<file path="config.mk">
export PLATFORM = sky130hd
export DESIGN_NAME = speed_ref_status
export DESIGN_NICKNAME = d
export VERILOG_FILES = /design/src/inc/spd_pkg.sv /design/src/hw/epot_ref.sv /design/src/hw/speed_ref_status.sv
export VERILOG_INCLUDE_DIRS = /design/src /design/src/inc
export SDC_FILE = /design/constraint.sdc
export NUM_CORES = 2
export LEC_CHECK = 0
export ABC_AREA = 1
export BUFFER_PORTS_ARGS = -buffer_cell sky130_fd_sc_hd__buf_2
export CORE_MARGIN = 2
export CORE_UTILIZATION = 60
export CTS_BUF_LIST = sky130_fd_sc_hd__clkbuf_16
export DETAILED_ROUTE_END_ITERATION = 10
export GPL_TIMING_DRIVEN = 0
export PLACE_DENSITY = 0.8
export SYNTH_ARGS = -nofsm -noshare
export SYNTH_HDL_FRONTEND = slang
export SYNTH_SLANG_ARGS = --single-unit
export TNS_END_PERCENT = 30
</file>
<file path="constraint.sdc">
create_clock -name CLK -period 61.8 [get_ports CLK]
set_input_delay 6.18 -clock CLK [delete_from_list [all_inputs] [get_ports CLK]]
set_output_delay 6.18 -clock CLK [all_outputs]
set_load 0.05 [all_outputs]
</file>
<file path="src/inc/spd_cfg.svh">
// register offsets, field positions, reset values and timing counts
`ifndef SPD_CFG_SVH
`define SPD_CFG_SVH
`define A_STATUS 6'h00
`define A_CMD 6'h01
`define A_NETREF 6'h02
`define A_NETMON 6'h03
`define A_RATED 6'h04
`define A_MINF 6'h05
`define A_MAXF 6'h06
`define A_LSEL 6'h07
`define A_RSEL 6'h08
`define A_BACKUP 6'h09
`define A_REFOUT 6'h0A
`define A_FN0 6'h0C
`define A_MS0 6'h10
`define CB_RAMP_EN 0
`define CB_GEN_EN 1
`define CB_FWD 2
`define CB_JOG 3
`define CB_REMOTE 4
`define CB_RAMP2 5
`define SB_RAMP2 5
`define SB_CONFIG_INCOMPATIBILITY_STATE 6
`define SB_ALARM 7
`define SB_RUN 8
`define SB_ENA 9
`define SB_FWD 10
`define SB_JOG 11
`define SB_REMOTE 12
`define SB_UV 13
`define SB_FAULT 15
`define SEL_EPOT 4'h7
`define SEL_MSPEED 4'h8
`define FN_INC_A 8'h0B
`define FN_INC_B 8'h21
`define FN_DEC_A 8'h0C
`define FN_DEC_B 8'h22
`define FN_MSPEED 8'h0D
`define SCALE_SHIFT 13
`define MON_MAX 16'h7FFF
`define RST_CMD 16'h0000
`define RST_RATED 16'h0258
`define RST_MINF 16'h001E
`define RST_MAXF 16'h0294
`define RST_BACKUP 2'h1
`define CLK_MHZ 40
`define EPOT_STEP_US 1000
`define EPOT_STEP_CYC (`EPOT_STEP_US * `CLK_MHZ)
`endif

</file>
<file path="src/inc/spd_pkg.sv">
// shared types of the speed reference and status block
package spd_pkg;
   typedef enum logic [2:0] {
      SRC_NET = 3'b001,
      SRC_EPOT = 3'b010,
      SRC_MULTI = 3'b100
   } src_t;
   typedef logic [15:0] word_t;
   typedef logic signed [19:0] wide_ref_t;
endpackage

</file>
<file path="src/hw/epot_ref.sv">
// electronic potentiometer reference with saturating steps
`timescale 1ns/1ps
module epot_ref
   import spd_pkg::*;
(
   input wire logic clk,
   input wire logic rst_n,
   input wire logic step_en,
   input wire logic active,
   input wire logic inc,
   input wire logic dec,
   input wire logic clear,
   input wire logic load_min,
   input wire word_t min_lim,
   input wire word_t max_lim,
   output word_t value_q
);
   always_ff @(posedge clk or negedge rst_n) begin
      if (!rst_n) begin
         value_q <= 16'h0000;
      end else if (clear) begin
         value_q <= 16'h0000;
      end else if (load_min) begin
         value_q <= min_lim;
      end else if (active && step_en) begin
         // a lowered limit pulls the value back in without wrapping
         if (value_q > max_lim) begin
            value_q <= max_lim;
         end else if (inc && !dec && value_q < max_lim) begin
            value_q <= value_q + 16'h0001;
         end else if (dec && !inc && value_q > min_lim) begin
            value_q <= value_q - 16'h0001;
         end
      end
   end
endmodule

</file>
<file path="src/hw/speed_ref_status.sv">
// speed reference selection, scaling and inverter status word
`timescale 1ns/1ps
`include "spd_cfg.svh"
module speed_ref_status
   import spd_pkg::*;
#(
   parameter int EPOT_STEP_CYC = `EPOT_STEP_CYC
) (
   input wire logic CLK,
   input wire logic RESETN,
   input wire logic [5:0] ADDR,
   input wire logic [15:0] WDATA,
   input wire logic WR,
   input wire logic RD,
   input wire logic [3:0] PIN_IN,
   input wire logic ALARM_IN,
   input wire logic FAULT_IN,
   input wire logic UNDERVOLT_IN,
   input wire logic RUNNING_IN,
   output logic [15:0] RDATA,
   output logic [15:0] STATUS_WORD,
   output logic [15:0] REF_OUT,
   output logic FWD_OUT,
   output logic ENABLE_OUT,
   output logic CONFIG_INCOMPATIBILITY_STATE_OUT
);
   ////////////////////////////////////////////////////////////////////////////
   // software registers
   word_t cmd_q;
   word_t net_ref_q;
   word_t rated_q;
   word_t min_q;
   word_t max_q;
   logic [3:0] lsel_q;
   logic [3:0] rsel_q;
   logic [1:0] backup_q;
   logic [7:0] fn_q [4];
   word_t ms_q [8];
   word_t monitor_q;

   // the status offset is left out on purpose: writes there change nothing
   always_ff @(posedge CLK or negedge RESETN) begin
      if (!RESETN) begin
         cmd_q <= `RST_CMD;
         net_ref_q <= 16'h0000;
         rated_q <= `RST_RATED;
         min_q <= `RST_MINF;
         max_q <= `RST_MAXF;
         lsel_q <= 4'h0;
         rsel_q <= 4'h0;
         backup_q <= `RST_BACKUP;
      end else if (WR) begin
         unique case (ADDR)
            `A_CMD: cmd_q <= WDATA;
            `A_NETREF: net_ref_q <= WDATA;
            `A_RATED: rated_q <= WDATA;
            `A_MINF: min_q <= WDATA;
            `A_MAXF: max_q <= WDATA;
            `A_LSEL: lsel_q <= WDATA[3:0];
            `A_RSEL: rsel_q <= WDATA[3:0];
            `A_BACKUP: backup_q <= WDATA[1:0];
            default: ;
         endcase
      end
   end

   genvar g;
   generate
      for (g = 0; g < 4; g++) begin : g_fn
         always_ff @(posedge CLK or negedge RESETN) begin
            if (!RESETN) begin
               fn_q[g] <= 8'h00;
            end else if (WR && ADDR == 6'(`A_FN0 + g)) begin
               fn_q[g] <= WDATA[7:0];
            end
         end
      end
      for (g = 0; g < 8; g++) begin : g_ms
         always_ff @(posedge CLK or negedge RESETN) begin
            if (!RESETN) begin
               ms_q[g] <= 16'h0000;
            end else if (WR && ADDR == 6'(`A_MS0 + g)) begin
               ms_q[g] <= WDATA;
            end
         end
      end
   endgenerate

   ////////////////////////////////////////////////////////////////////////////
   // digital input pins
   logic [3:0] pin_meta_q;
   logic [3:0] pin_q;

   always_ff @(posedge CLK or negedge RESETN) begin
      if (!RESETN) begin
         pin_meta_q <= 4'h0;
         pin_q <= 4'h0;
      end else begin
         pin_meta_q <= PIN_IN;
         pin_q <= pin_meta_q;
      end
   end

   logic [3:0] is_inc;
   logic [3:0] is_dec;
   logic [3:0] is_ms;
   generate
      for (g = 0; g < 4; g++) begin : g_role
         assign is_inc[g] = fn_q[g] == `FN_INC_A || fn_q[g] == `FN_INC_B;
         assign is_dec[g] = fn_q[g] == `FN_DEC_A || fn_q[g] == `FN_DEC_B;
         assign is_ms[g] = fn_q[g] == `FN_MSPEED;
      end
   endgenerate

   logic config_incompatibility_state;
   logic [2:0] ms_idx;
   logic up_in;
   logic dn_in;
   // pins one and two both compete for the most significant bit
   assign config_incompatibility_state = is_ms[0] && is_ms[1];
   assign ms_idx = {(is_ms[0] & pin_q[0]) | (is_ms[1] & pin_q[1]),
                    is_ms[2] & pin_q[2], is_ms[3] & pin_q[3]};
   assign up_in = |(pin_q & is_inc);
   assign dn_in = |(pin_q & is_dec);

   ////////////////////////////////////////////////////////////////////////////
   // enable and potentiometer
   logic enabled;
   logic ena_q;
   logic [3:0] sel;
   src_t src;
   assign enabled = cmd_q[`CB_GEN_EN] && !config_incompatibility_state;
   assign sel = cmd_q[`CB_REMOTE] ? rsel_q : lsel_q;

   always_comb begin
      if (sel == `SEL_EPOT) begin
         src = SRC_EPOT;
      end else if (sel == `SEL_MSPEED) begin
         src = SRC_MULTI;
      end else begin
         src = SRC_NET;
      end
   end

   always_ff @(posedge CLK or negedge RESETN) begin
      if (!RESETN) begin
         ena_q <= 1'b0;
      end else begin
         ena_q <= enabled;
      end
   end

   logic [15:0] step_cnt_q;
   logic step_en;
   assign step_en = step_cnt_q == 16'h0000;

   // steps are slow on purpose: one tenth of a hertz per period
   always_ff @(posedge CLK or negedge RESETN) begin
      if (!RESETN) begin
         step_cnt_q <= 16'h0000;
      end else if (step_en) begin
         step_cnt_q <= 16'(EPOT_STEP_CYC - 1);
      end else begin
         step_cnt_q <= step_cnt_q - 16'h0001;
      end
   end

   word_t epot_val;
   epot_ref u_epot (
      .clk(CLK),
      .rst_n(RESETN),
      .step_en(step_en),
      .active(src == SRC_EPOT),
      .inc(up_in),
      .dec(dn_in),
      .clear(!enabled && up_in && dn_in),
      .load_min(enabled && !ena_q && backup_q == 2'h0),
      .min_lim(min_q),
      .max_lim(max_q),
      .value_q(epot_val)
   );

   ////////////////////////////////////////////////////////////////////////////
   // reference scaling and clamp
   logic signed [32:0] net_prod;
   wide_ref_t raw;
   logic [19:0] mag;
   word_t ref_d;
   logic fwd_d;

   // 8192 counts of the network scale equal the rated frequency
   assign net_prod = $signed(net_ref_q) * $signed({1'b0, rated_q});

   always_comb begin
      unique case (src)
         SRC_EPOT: raw = {4'h0, epot_val};
         SRC_MULTI: raw = {{4{ms_q[ms_idx][15]}}, ms_q[ms_idx]};
         SRC_NET: raw = net_prod[32:`SCALE_SHIFT];
      endcase
   end

   assign mag = raw[19] ? 20'(-raw) : 20'(raw);
   assign fwd_d = cmd_q[`CB_FWD] ^ raw[19];

   always_comb begin
      if (mag > {4'h0, max_q}) begin
         ref_d = max_q;
      end else if (mag < {4'h0, min_q}) begin
         ref_d = min_q;
      end else begin
         ref_d = mag[15:0];
      end
   end

   always_ff @(posedge CLK or negedge RESETN) begin
      if (!RESETN) begin
         REF_OUT <= 16'h0000;
         FWD_OUT <= 1'b0;
         ENABLE_OUT <= 1'b0;
         CONFIG_INCOMPATIBILITY_STATE_OUT <= 1'b0;
      end else begin
         REF_OUT <= ref_d;
         FWD_OUT <= fwd_d;
         ENABLE_OUT <= enabled;
         CONFIG_INCOMPATIBILITY_STATE_OUT <= config_incompatibility_state;
      end
   end

   // monitor back into the network scale; a zero rating reads zero
   logic [28:0] mon_num;
   logic [28:0] mon_quo;
   word_t mon_mag;
   assign mon_num = {REF_OUT, 13'h0000};
   assign mon_quo = (rated_q == 16'h0000) ? 29'h0000 : mon_num / {13'h0000, rated_q};
   assign mon_mag = (mon_quo > {13'h0000, `MON_MAX}) ? `MON_MAX : mon_quo[15:0];

   always_ff @(posedge CLK or negedge RESETN) begin
      if (!RESETN) begin
         monitor_q <= 16'h0000;
      end else begin
         monitor_q <= FWD_OUT ? mon_mag : 16'(-mon_mag);
      end
   end

   ////////////////////////////////////////////////////////////////////////////
   // status word
   word_t status_d;
   always_comb begin
      status_d = 16'h0000;
      status_d[`SB_RAMP2] = cmd_q[`CB_RAMP2];
      status_d[`SB_CONFIG_INCOMPATIBILITY_STATE] = config_incompatibility_state;
      status_d[`SB_ALARM] = ALARM_IN;
      status_d[`SB_RUN] = RUNNING_IN;
      status_d[`SB_ENA] = enabled;
      status_d[`SB_FWD] = fwd_d;
      status_d[`SB_JOG] = cmd_q[`CB_JOG];
      status_d[`SB_REMOTE] = cmd_q[`CB_REMOTE];
      status_d[`SB_UV] = UNDERVOLT_IN;
      status_d[`SB_FAULT] = FAULT_IN;
   end

   always_ff @(posedge CLK or negedge RESETN) begin
      if (!RESETN) begin
         STATUS_WORD <= 16'h0000;
      end else begin
         STATUS_WORD <= status_d;
      end
   end

   ////////////////////////////////////////////////////////////////////////////
   // register read port
   word_t rd_d;
   always_comb begin
      rd_d = 16'h0000;
      if (ADDR >= `A_MS0 && ADDR < 6'(`A_MS0 + 8)) begin
         rd_d = ms_q[ADDR[2:0]];
      end else if (ADDR >= `A_FN0 && ADDR < 6'(`A_FN0 + 4)) begin
         rd_d = {8'h00, fn_q[ADDR[1:0]]};
      end else begin
         unique case (ADDR)
            `A_STATUS: rd_d = STATUS_WORD;
            `A_CMD: rd_d = cmd_q;
            `A_NETREF: rd_d = net_ref_q;
            `A_NETMON: rd_d = monitor_q;
            `A_RATED: rd_d = rated_q;
            `A_MINF: rd_d = min_q;
            `A_MAXF: rd_d = max_q;
            `A_LSEL: rd_d = {12'h000, lsel_q};
            `A_RSEL: rd_d = {12'h000, rsel_q};
            `A_BACKUP: rd_d = {14'h0000, backup_q};
            `A_REFOUT: rd_d = REF_OUT;
            default: rd_d = 16'h0000;
         endcase
      end
   end

   always_ff @(posedge CLK or negedge RESETN) begin
      if (!RESETN) begin
         RDATA <= 16'h0000;
      end else begin
         RDATA <= RD ? rd_d : 16'h0000;
      end
   end

   function automatic logic mag_in_range(word_t v, word_t lo, word_t hi);
      word_t m;
      m = v[15] ? 16'(-v) : v;
      return m >= lo && m <= hi;
   endfunction
endmodule

</file>
## Word level (Yosys, flattened, before mapping)

Cells that the tools add are included.

- Add/subtract/negate cells: 5
- Bitwise logic cells: 11
- Reductions and logical operators: 55
- Eq/ne operators: 47
- Muxes and demuxes: 30
- Shift operators: 0
- Divide/modulo/power cells: 1
- Multipliers: 1
- Order comparisons: 13

Operators with widths:

| operator | number |
|---|---|
| 16-bit 2-to-1 mux | 18 |
| 16-bit one-hot mux with 11 select lines | 1 |
| 16-bit binary-select mux with 3-bit select | 2 |
| 8-bit by 4-bit == test with 1-bit output (second input constant) | 12 |
| 8-bit by 6-bit == test with 1-bit output (second input constant) | 8 |
| 20-bit one-hot mux with 3 select lines | 1 |
| 6-bit by 5-bit == test with 1-bit output (second input constant) | 8 |
| 6-bit by 4-bit == test with 1-bit output (second input constant) | 7 |
| 16-bit by 17-bit multiplier with 33-bit output | 1 |
| 16-bit > comparator | 2 |
| 16-bit zero test | 2 |
| 16-bit by 1-bit subtractor with 16-bit output (second input constant) | 2 |
| 29-bit by 16-bit divider with 29-bit output | 1 |
| 29-bit by 15-bit > comparator with 1-bit output (second input constant) | 1 |
| 29-bit 2-to-1 mux | 1 |
| 1-bit logical AND | 25 |
| 6-bit by 3-bit == test with 1-bit output (second input constant) | 4 |
| 20-bit by 16-bit > comparator with 1-bit output | 1 |
| 20-bit by 16-bit < comparator with 1-bit output | 1 |
| 20-bit 2-to-1 mux | 1 |
| 20-bit negator | 1 |
| 2-bit AND reduction | 9 |
| 16-bit by 1-bit adder with 16-bit output (second input constant) | 1 |
| 8-bit binary-select mux with 2-bit select | 1 |
| other kinds (30) | 52 |

- Memories: 0
- Output and inout bits: 51
- Flip-flop bits (word level): 351
- Word-level logic and storage cells: 194
- Memory bits (read-only): 0
- Bits in latches: 0
- Input bits: 34
- RAM bits: 0

## Longest topological paths before layout

- Depth in word-level cells: 13
- Gate-level depth with buffers: 543
- Gate-level depth less buffers: 507

## Modules after synthesis

Synthesis repeated with hierarchy kept, for this count alone.

- Cell total of the unflattened synthesis: 7255
- Area total of the unflattened synthesis: 48919.4 µm²

Modules (own cells, without submodules):

| module | cells an instance | seq. area each (µm²) | area each (µm²) | times used |
|---|---|---|---|---|
| speed_ref_status | 6833 | 8324.2 | 46234.3 | 1 |
| epot_ref | 422 | 400.4 | 2685.1 | 1 |

## Least setup slack after synthesis

OpenSTA, ideal clock, no wires.

- Kind: register to register
- From: reg rated_q[0]
- To: reg monitor_q[14]
- Path buffers: 35
- Data arrival time: 62.633 ns
- Library setup time: 0.079 ns
- Setup slack: -0.912 ns
- Data required time: 61.721 ns
- Stages on the path, launching flop included: 517
- Cells stage by stage: dfrtp_1 -> buf_2 -> inv_1 -> clkbuf_1 -> buf_1 -> ha_1 -> inv_1 -> nor2_1 -> nand4_1 -> nor2_1 -> nand2_1 -> nand2_1 -> nand2_1 -> nand2_1 -> ha_1 -> o21ai_0 -> nand2_1 -> nand2_1 -> [... 481 more ...] -> nand4_1 -> o211ai_1 -> a21oi_1 -> o21ai_0 -> a221o_1 -> a21oi_1 -> nand2_1 -> nor2_1 -> nand3_1 -> nor2_2 -> nand2_2 -> a21oi_1 -> ha_1 -> nand4_1 -> nor3_1 -> nand2_1 -> o21ai_0 -> xor2_1

- Longest elaborated chain between the ends: 6
- Elaborated cells on any way between the ends: 7
- Classes of those cells: add/sub: 1; div: 1; order compare: 1; mux: 3; reduce/logical: 1

Ends and longest elaborated chain:

| item | RTL line | text |
|---|---|---|
| start, declared | speed_ref_status.sv:31 | `word_t rated_q;` |
| start signal, assigned | speed_ref_status.sv:46 | `` rated_q <= `RST_RATED; `` |
| 29-bit by 16-bit divider with 29-bit output / 16-bit zero test (equally long branches) | speed_ref_status.sv:234 | `assign mon_quo = (rated_q == 16'h0000) ? 29'h0000 : mon_num / {13'h0000, rated_q};` |
| 29-bit 2-to-1 mux (*) | speed_ref_status.sv:234 |  |
| 29-bit by 15-bit > comparator with 1-bit output | speed_ref_status.sv:235 | `` assign mon_mag = (mon_quo > {13'h0000, `MON_MAX}) ? `MON_MAX : mon_quo[15:0]; `` |
| 16-bit 2-to-1 mux (*) | speed_ref_status.sv:235 |  |
| 16-bit negator | speed_ref_status.sv:241 | `monitor_q <= FWD_OUT ? mon_mag : 16'(-mon_mag);` |
| 16-bit 2-to-1 mux (*) | speed_ref_status.sv:241 |  |
| end signal, assigned | speed_ref_status.sv:241 |  |
| end, declared | speed_ref_status.sv:39 | `word_t monitor_q;` |

Mark *: on every way between the ends. The rest lies on a longest branch, timed or not.
A chain may end at the register's enable or synchronous reset.

## Worst setup path in the final report

- From: reg REF_OUT[10]
- To: reg monitor_q[14]

- Longest elaborated chain between the ends: 6

Ends and longest elaborated chain:

| item | RTL line | text |
|---|---|---|
| start, declared | speed_ref_status.sv:22 | `output logic [15:0] REF_OUT,` |
| start signal, assigned | speed_ref_status.sv:222 | `REF_OUT <= ref_d;` |
| 29-bit by 16-bit divider with 29-bit output (*) | speed_ref_status.sv:234 |  |
| 29-bit 2-to-1 mux (*) | speed_ref_status.sv:234 |  |
| 29-bit by 15-bit > comparator with 1-bit output | speed_ref_status.sv:235 |  |
| 16-bit 2-to-1 mux (*) | speed_ref_status.sv:235 |  |
| 16-bit negator | speed_ref_status.sv:241 |  |
| 16-bit 2-to-1 mux (*) | speed_ref_status.sv:241 |  |

Marks and branches as above.

==> results.md <==
* Antenna-violating nets left at 0
* Largest net degree at the start of global routing at 124
* Final Cycle Share at 100.7%
* Setup ws final at -0.4084 ns
* Reg2reg path depth at 512
* Die Height at 288.7 microns
* Register area share after synthesis at 17.94%
* Number of DRC markers in iteration 0 at 6363
* Most used cell along the critical path: nand2_2
* Hold Path Depth at 0
* Synth area leaders: dfrtp_1, ha_1, nand2_1, inv_1, fa_1
* Post-Syn Area at 0.04864 sq mm
* DRC at 0
* Final setup vio count at 7
* Worst Setup End Kind: flip-flop
* Arrival time of the worst setup path at 62.69 ns
* Syn avg cell area at 6.844 sq um
* Maximum fanout along the worst path at 10
* Via count at 54230
* Initial Utilization at 60.49%
* Layout cell share with drive strength beyond 1 at 17.13%
* Fill count at 6220
* Die width at 288.7 microns
* Clk buf depth at 3
* Synth cell count leaders: nand2_1, inv_1, o21ai_0
* Worst-margin pin slew at 1.491 ns
* Per-cell routed wire length at 20.68 microns
* P&R area growth vs syn at 18.44%
* Post-synthesis mux area share at 0.04116%
* CTS Hold Bufs at 0
* #FFs+latches synth at 348
* Largest family of logic cells by synthesized area: simple AND/OR/NAND/NOR gates
* CTS tree: done
* XOR/XNOR share of the synthesized area at 5.438%
* Root Buffer: clkbuf_16
* Row count at 104
* DIE AREA at 0.08337 sq mm
* First drt pass iteration count at 9
* Post-synth EDFFs at 0
* GRT overflow at 0
* Post-Synth Simple-Gate Area at 25.30%
* Post-route cell area at 0.05761 sq mm
* Routed WL at 179.9 mm
* Max_slew headroom at 0.4646%
* Highest clock rate at 16.08 MHz
* Adder-cell share of the synthesized area at 21.74%
* Outcome: finished, violations left
* Clock Skews at 0.03727 ns
* Global Route Usage Sum at 39.25%
* Hold crit path type: reg -> reg
* Core ar. at 0.08042 sq mm
* DP Area at 0.05052 sq mm
* Worst skew pair latency at 0.57 ns
* CP max stage cell: dfrtp_1
* IO Count at 85
* Worst Setup Start Kind: flip-flop
* Post-DR vias/cell at 6.233
* Layout Nets at 8371
* Reg clk slew, reported paths at 0.06 ns
* Max Cap Viol at 1
* Synth unique cells at 80
* Biggest area consumer among synthesized cells: dfrtp_1
* Initial antenna violation count at 8
* Mapped Cells at 7107
* Vias in the first global route at 49110
* Compound-Gate Fraction of Synth Area at 18.26%
* Post-DP HPWL at 124.3 mm
* Synth top area share at 17.23%
* Slowest stage delay, CP at 0.59 ns
* H-Tree Depth at 2
* Violated checks: max-capacitance violations, negative setup slack
* Fin crit period at 62.21 ns
* First-pass GRT wire length at 260.3 mm
* Required time worst endpoint at 62.28 ns
* Most used DFF post-synth: dfrtp_1
* TritonCTS Buffers at 37
* Count of input and output buffers at 76
* GPL Wtd Cong at 1.026
* Yosys warns at 0
* Async S/R FF share, synth at 100.0%
* Max Slew Vio Count at 0
* Most common cell in the synthesized netlist: nand2_1
* Setup CP Type: reg -> reg
* Pre-CTS worst setup slack at -13.14 ns
* Clk sinks at 348
* Final Hold Fails at 0
[repair_timing]
| item | 4_1_cts | 5_1_grt |
|---|---|---|
| gates resized for setup | 306 | 435 |
| buffers inserted | 134 | 236 |
| setup endpoints to repair | 16 | 16 |
| pin swaps | 109 | 314 |
| cloned | 2 | 9 |
[registers in the layout (all words and copies together), names as in the netlist]
signal and cells:
u_epot.value_q 16, min_q 16, RDATA 16, backup_q 2, rsel_q 4, step_cnt_q 16
net_ref_q 16, cmd_q 16, fn_q 32, rated_q 16, lsel_q 4, REF_OUT 16
pin_meta_q 4, max_q 16, STATUS_WORD 10, pin_q 4, ms_q 128, monitor_q 16
[critical path: cells and delay by family, from the launching register on]
kind                       cells  cell delay, ns
buffers and inverters        107           11.54
AOI/OAI and AO/OA            132           19.71
adders and majority gates     28            7.35
xor gates and xnor gates       3            0.42
DFF                            1            0.59
and+or+nand+nor              242           22.32
[per-layer routing]
layer  part of all wire, %  track usage (%)  vias to the layer above
li1                      -                -                    24490
met1                    37            49.15                    25130
met2                    44            63.67                     3538
met3                    11            7.314                     1061
met4                   8.1            22.36                        4
met5                 0.013                0                        -
[cell type report]
cell class	instances	area (sq um)	area share [%]
antenna	4	10.01	0.01737
tap	1060	1326	2.302
clock buffer	38	950.9	1.650
sequential	348	8726	15.15
buffer	271	1602	2.780
multi-input combinational	5380	36900	64.05
clock inverter	29	305.3	0.5299
inverter	1110	4274	7.419
timing repair buffer	461	3518	6.107
[kinds of logic (layout without fill, tap and decap cells)]
family | count (synthesis) | in the layout
simple gates | 2797 | 2799
compound gates | 1543 | 1543
buf+inv | 1386 | 1909
fa+ha+maj | 728 | 728
flops | 348 | 348
xor+xnor | 302 | 302
mux | 2 | 2
other cells | 1 | 10
[layout by cell type, fill, tap and decap left out, drive strengths merged, types with 195 or more instances in the layout]
| master | count |
|---|---|
| dfrtp | 335 |
| ha | 533 |
| nor2 | 428 |
| a21oi | 379 |
| nand3 | 347 |
| fa | 195 |
| nand2 | 1741 |
| inv | 1091 |
| clkbuf | 219 |
| buf | 551 |
| o21ai | 738 |
[metrics by stage]
stage	util (%)	hold WS, ns	instances	setup TNS (ns)
after floorplan	-	0.3312	7112	0
after global routing	71.63	0.3653	8698	-48.37
final	71.64	0.3496	8701	-1.907
after CTS	67.01	0.3516	8455	0
after detailed placement	62.82	0.3372	8253	-200.35
after global placement	62.65	0.3367	8248	-179.50
[worst paths after layout]
kind                                                 to                    start  slack, ns
min in group asynchronous         ms_q[120]$_DFFE_PN0P_                   RESETN       5.56
worst min register to register       pin_q[3]$_DFF_PN0_  pin_meta_q[3]$_DFF_PN0_       0.35
worst max-delay path            monitor_q[14]$_DFF_PN0_    REF_OUT[10]$_DFF_PN0_      -0.41
worst min-delay path                 pin_q[3]$_DFF_PN0_  pin_meta_q[3]$_DFF_PN0_       0.35
worst max register to register  monitor_q[14]$_DFF_PN0_    REF_OUT[10]$_DFF_PN0_      -0.41
max in group asynchronous        rated_q[4]$_DFFE_PN1P_                   RESETN      55.01
Power is not shown: default switching activity piles up to over one toggle a cycle in this logic, so the estimate is an artifact.
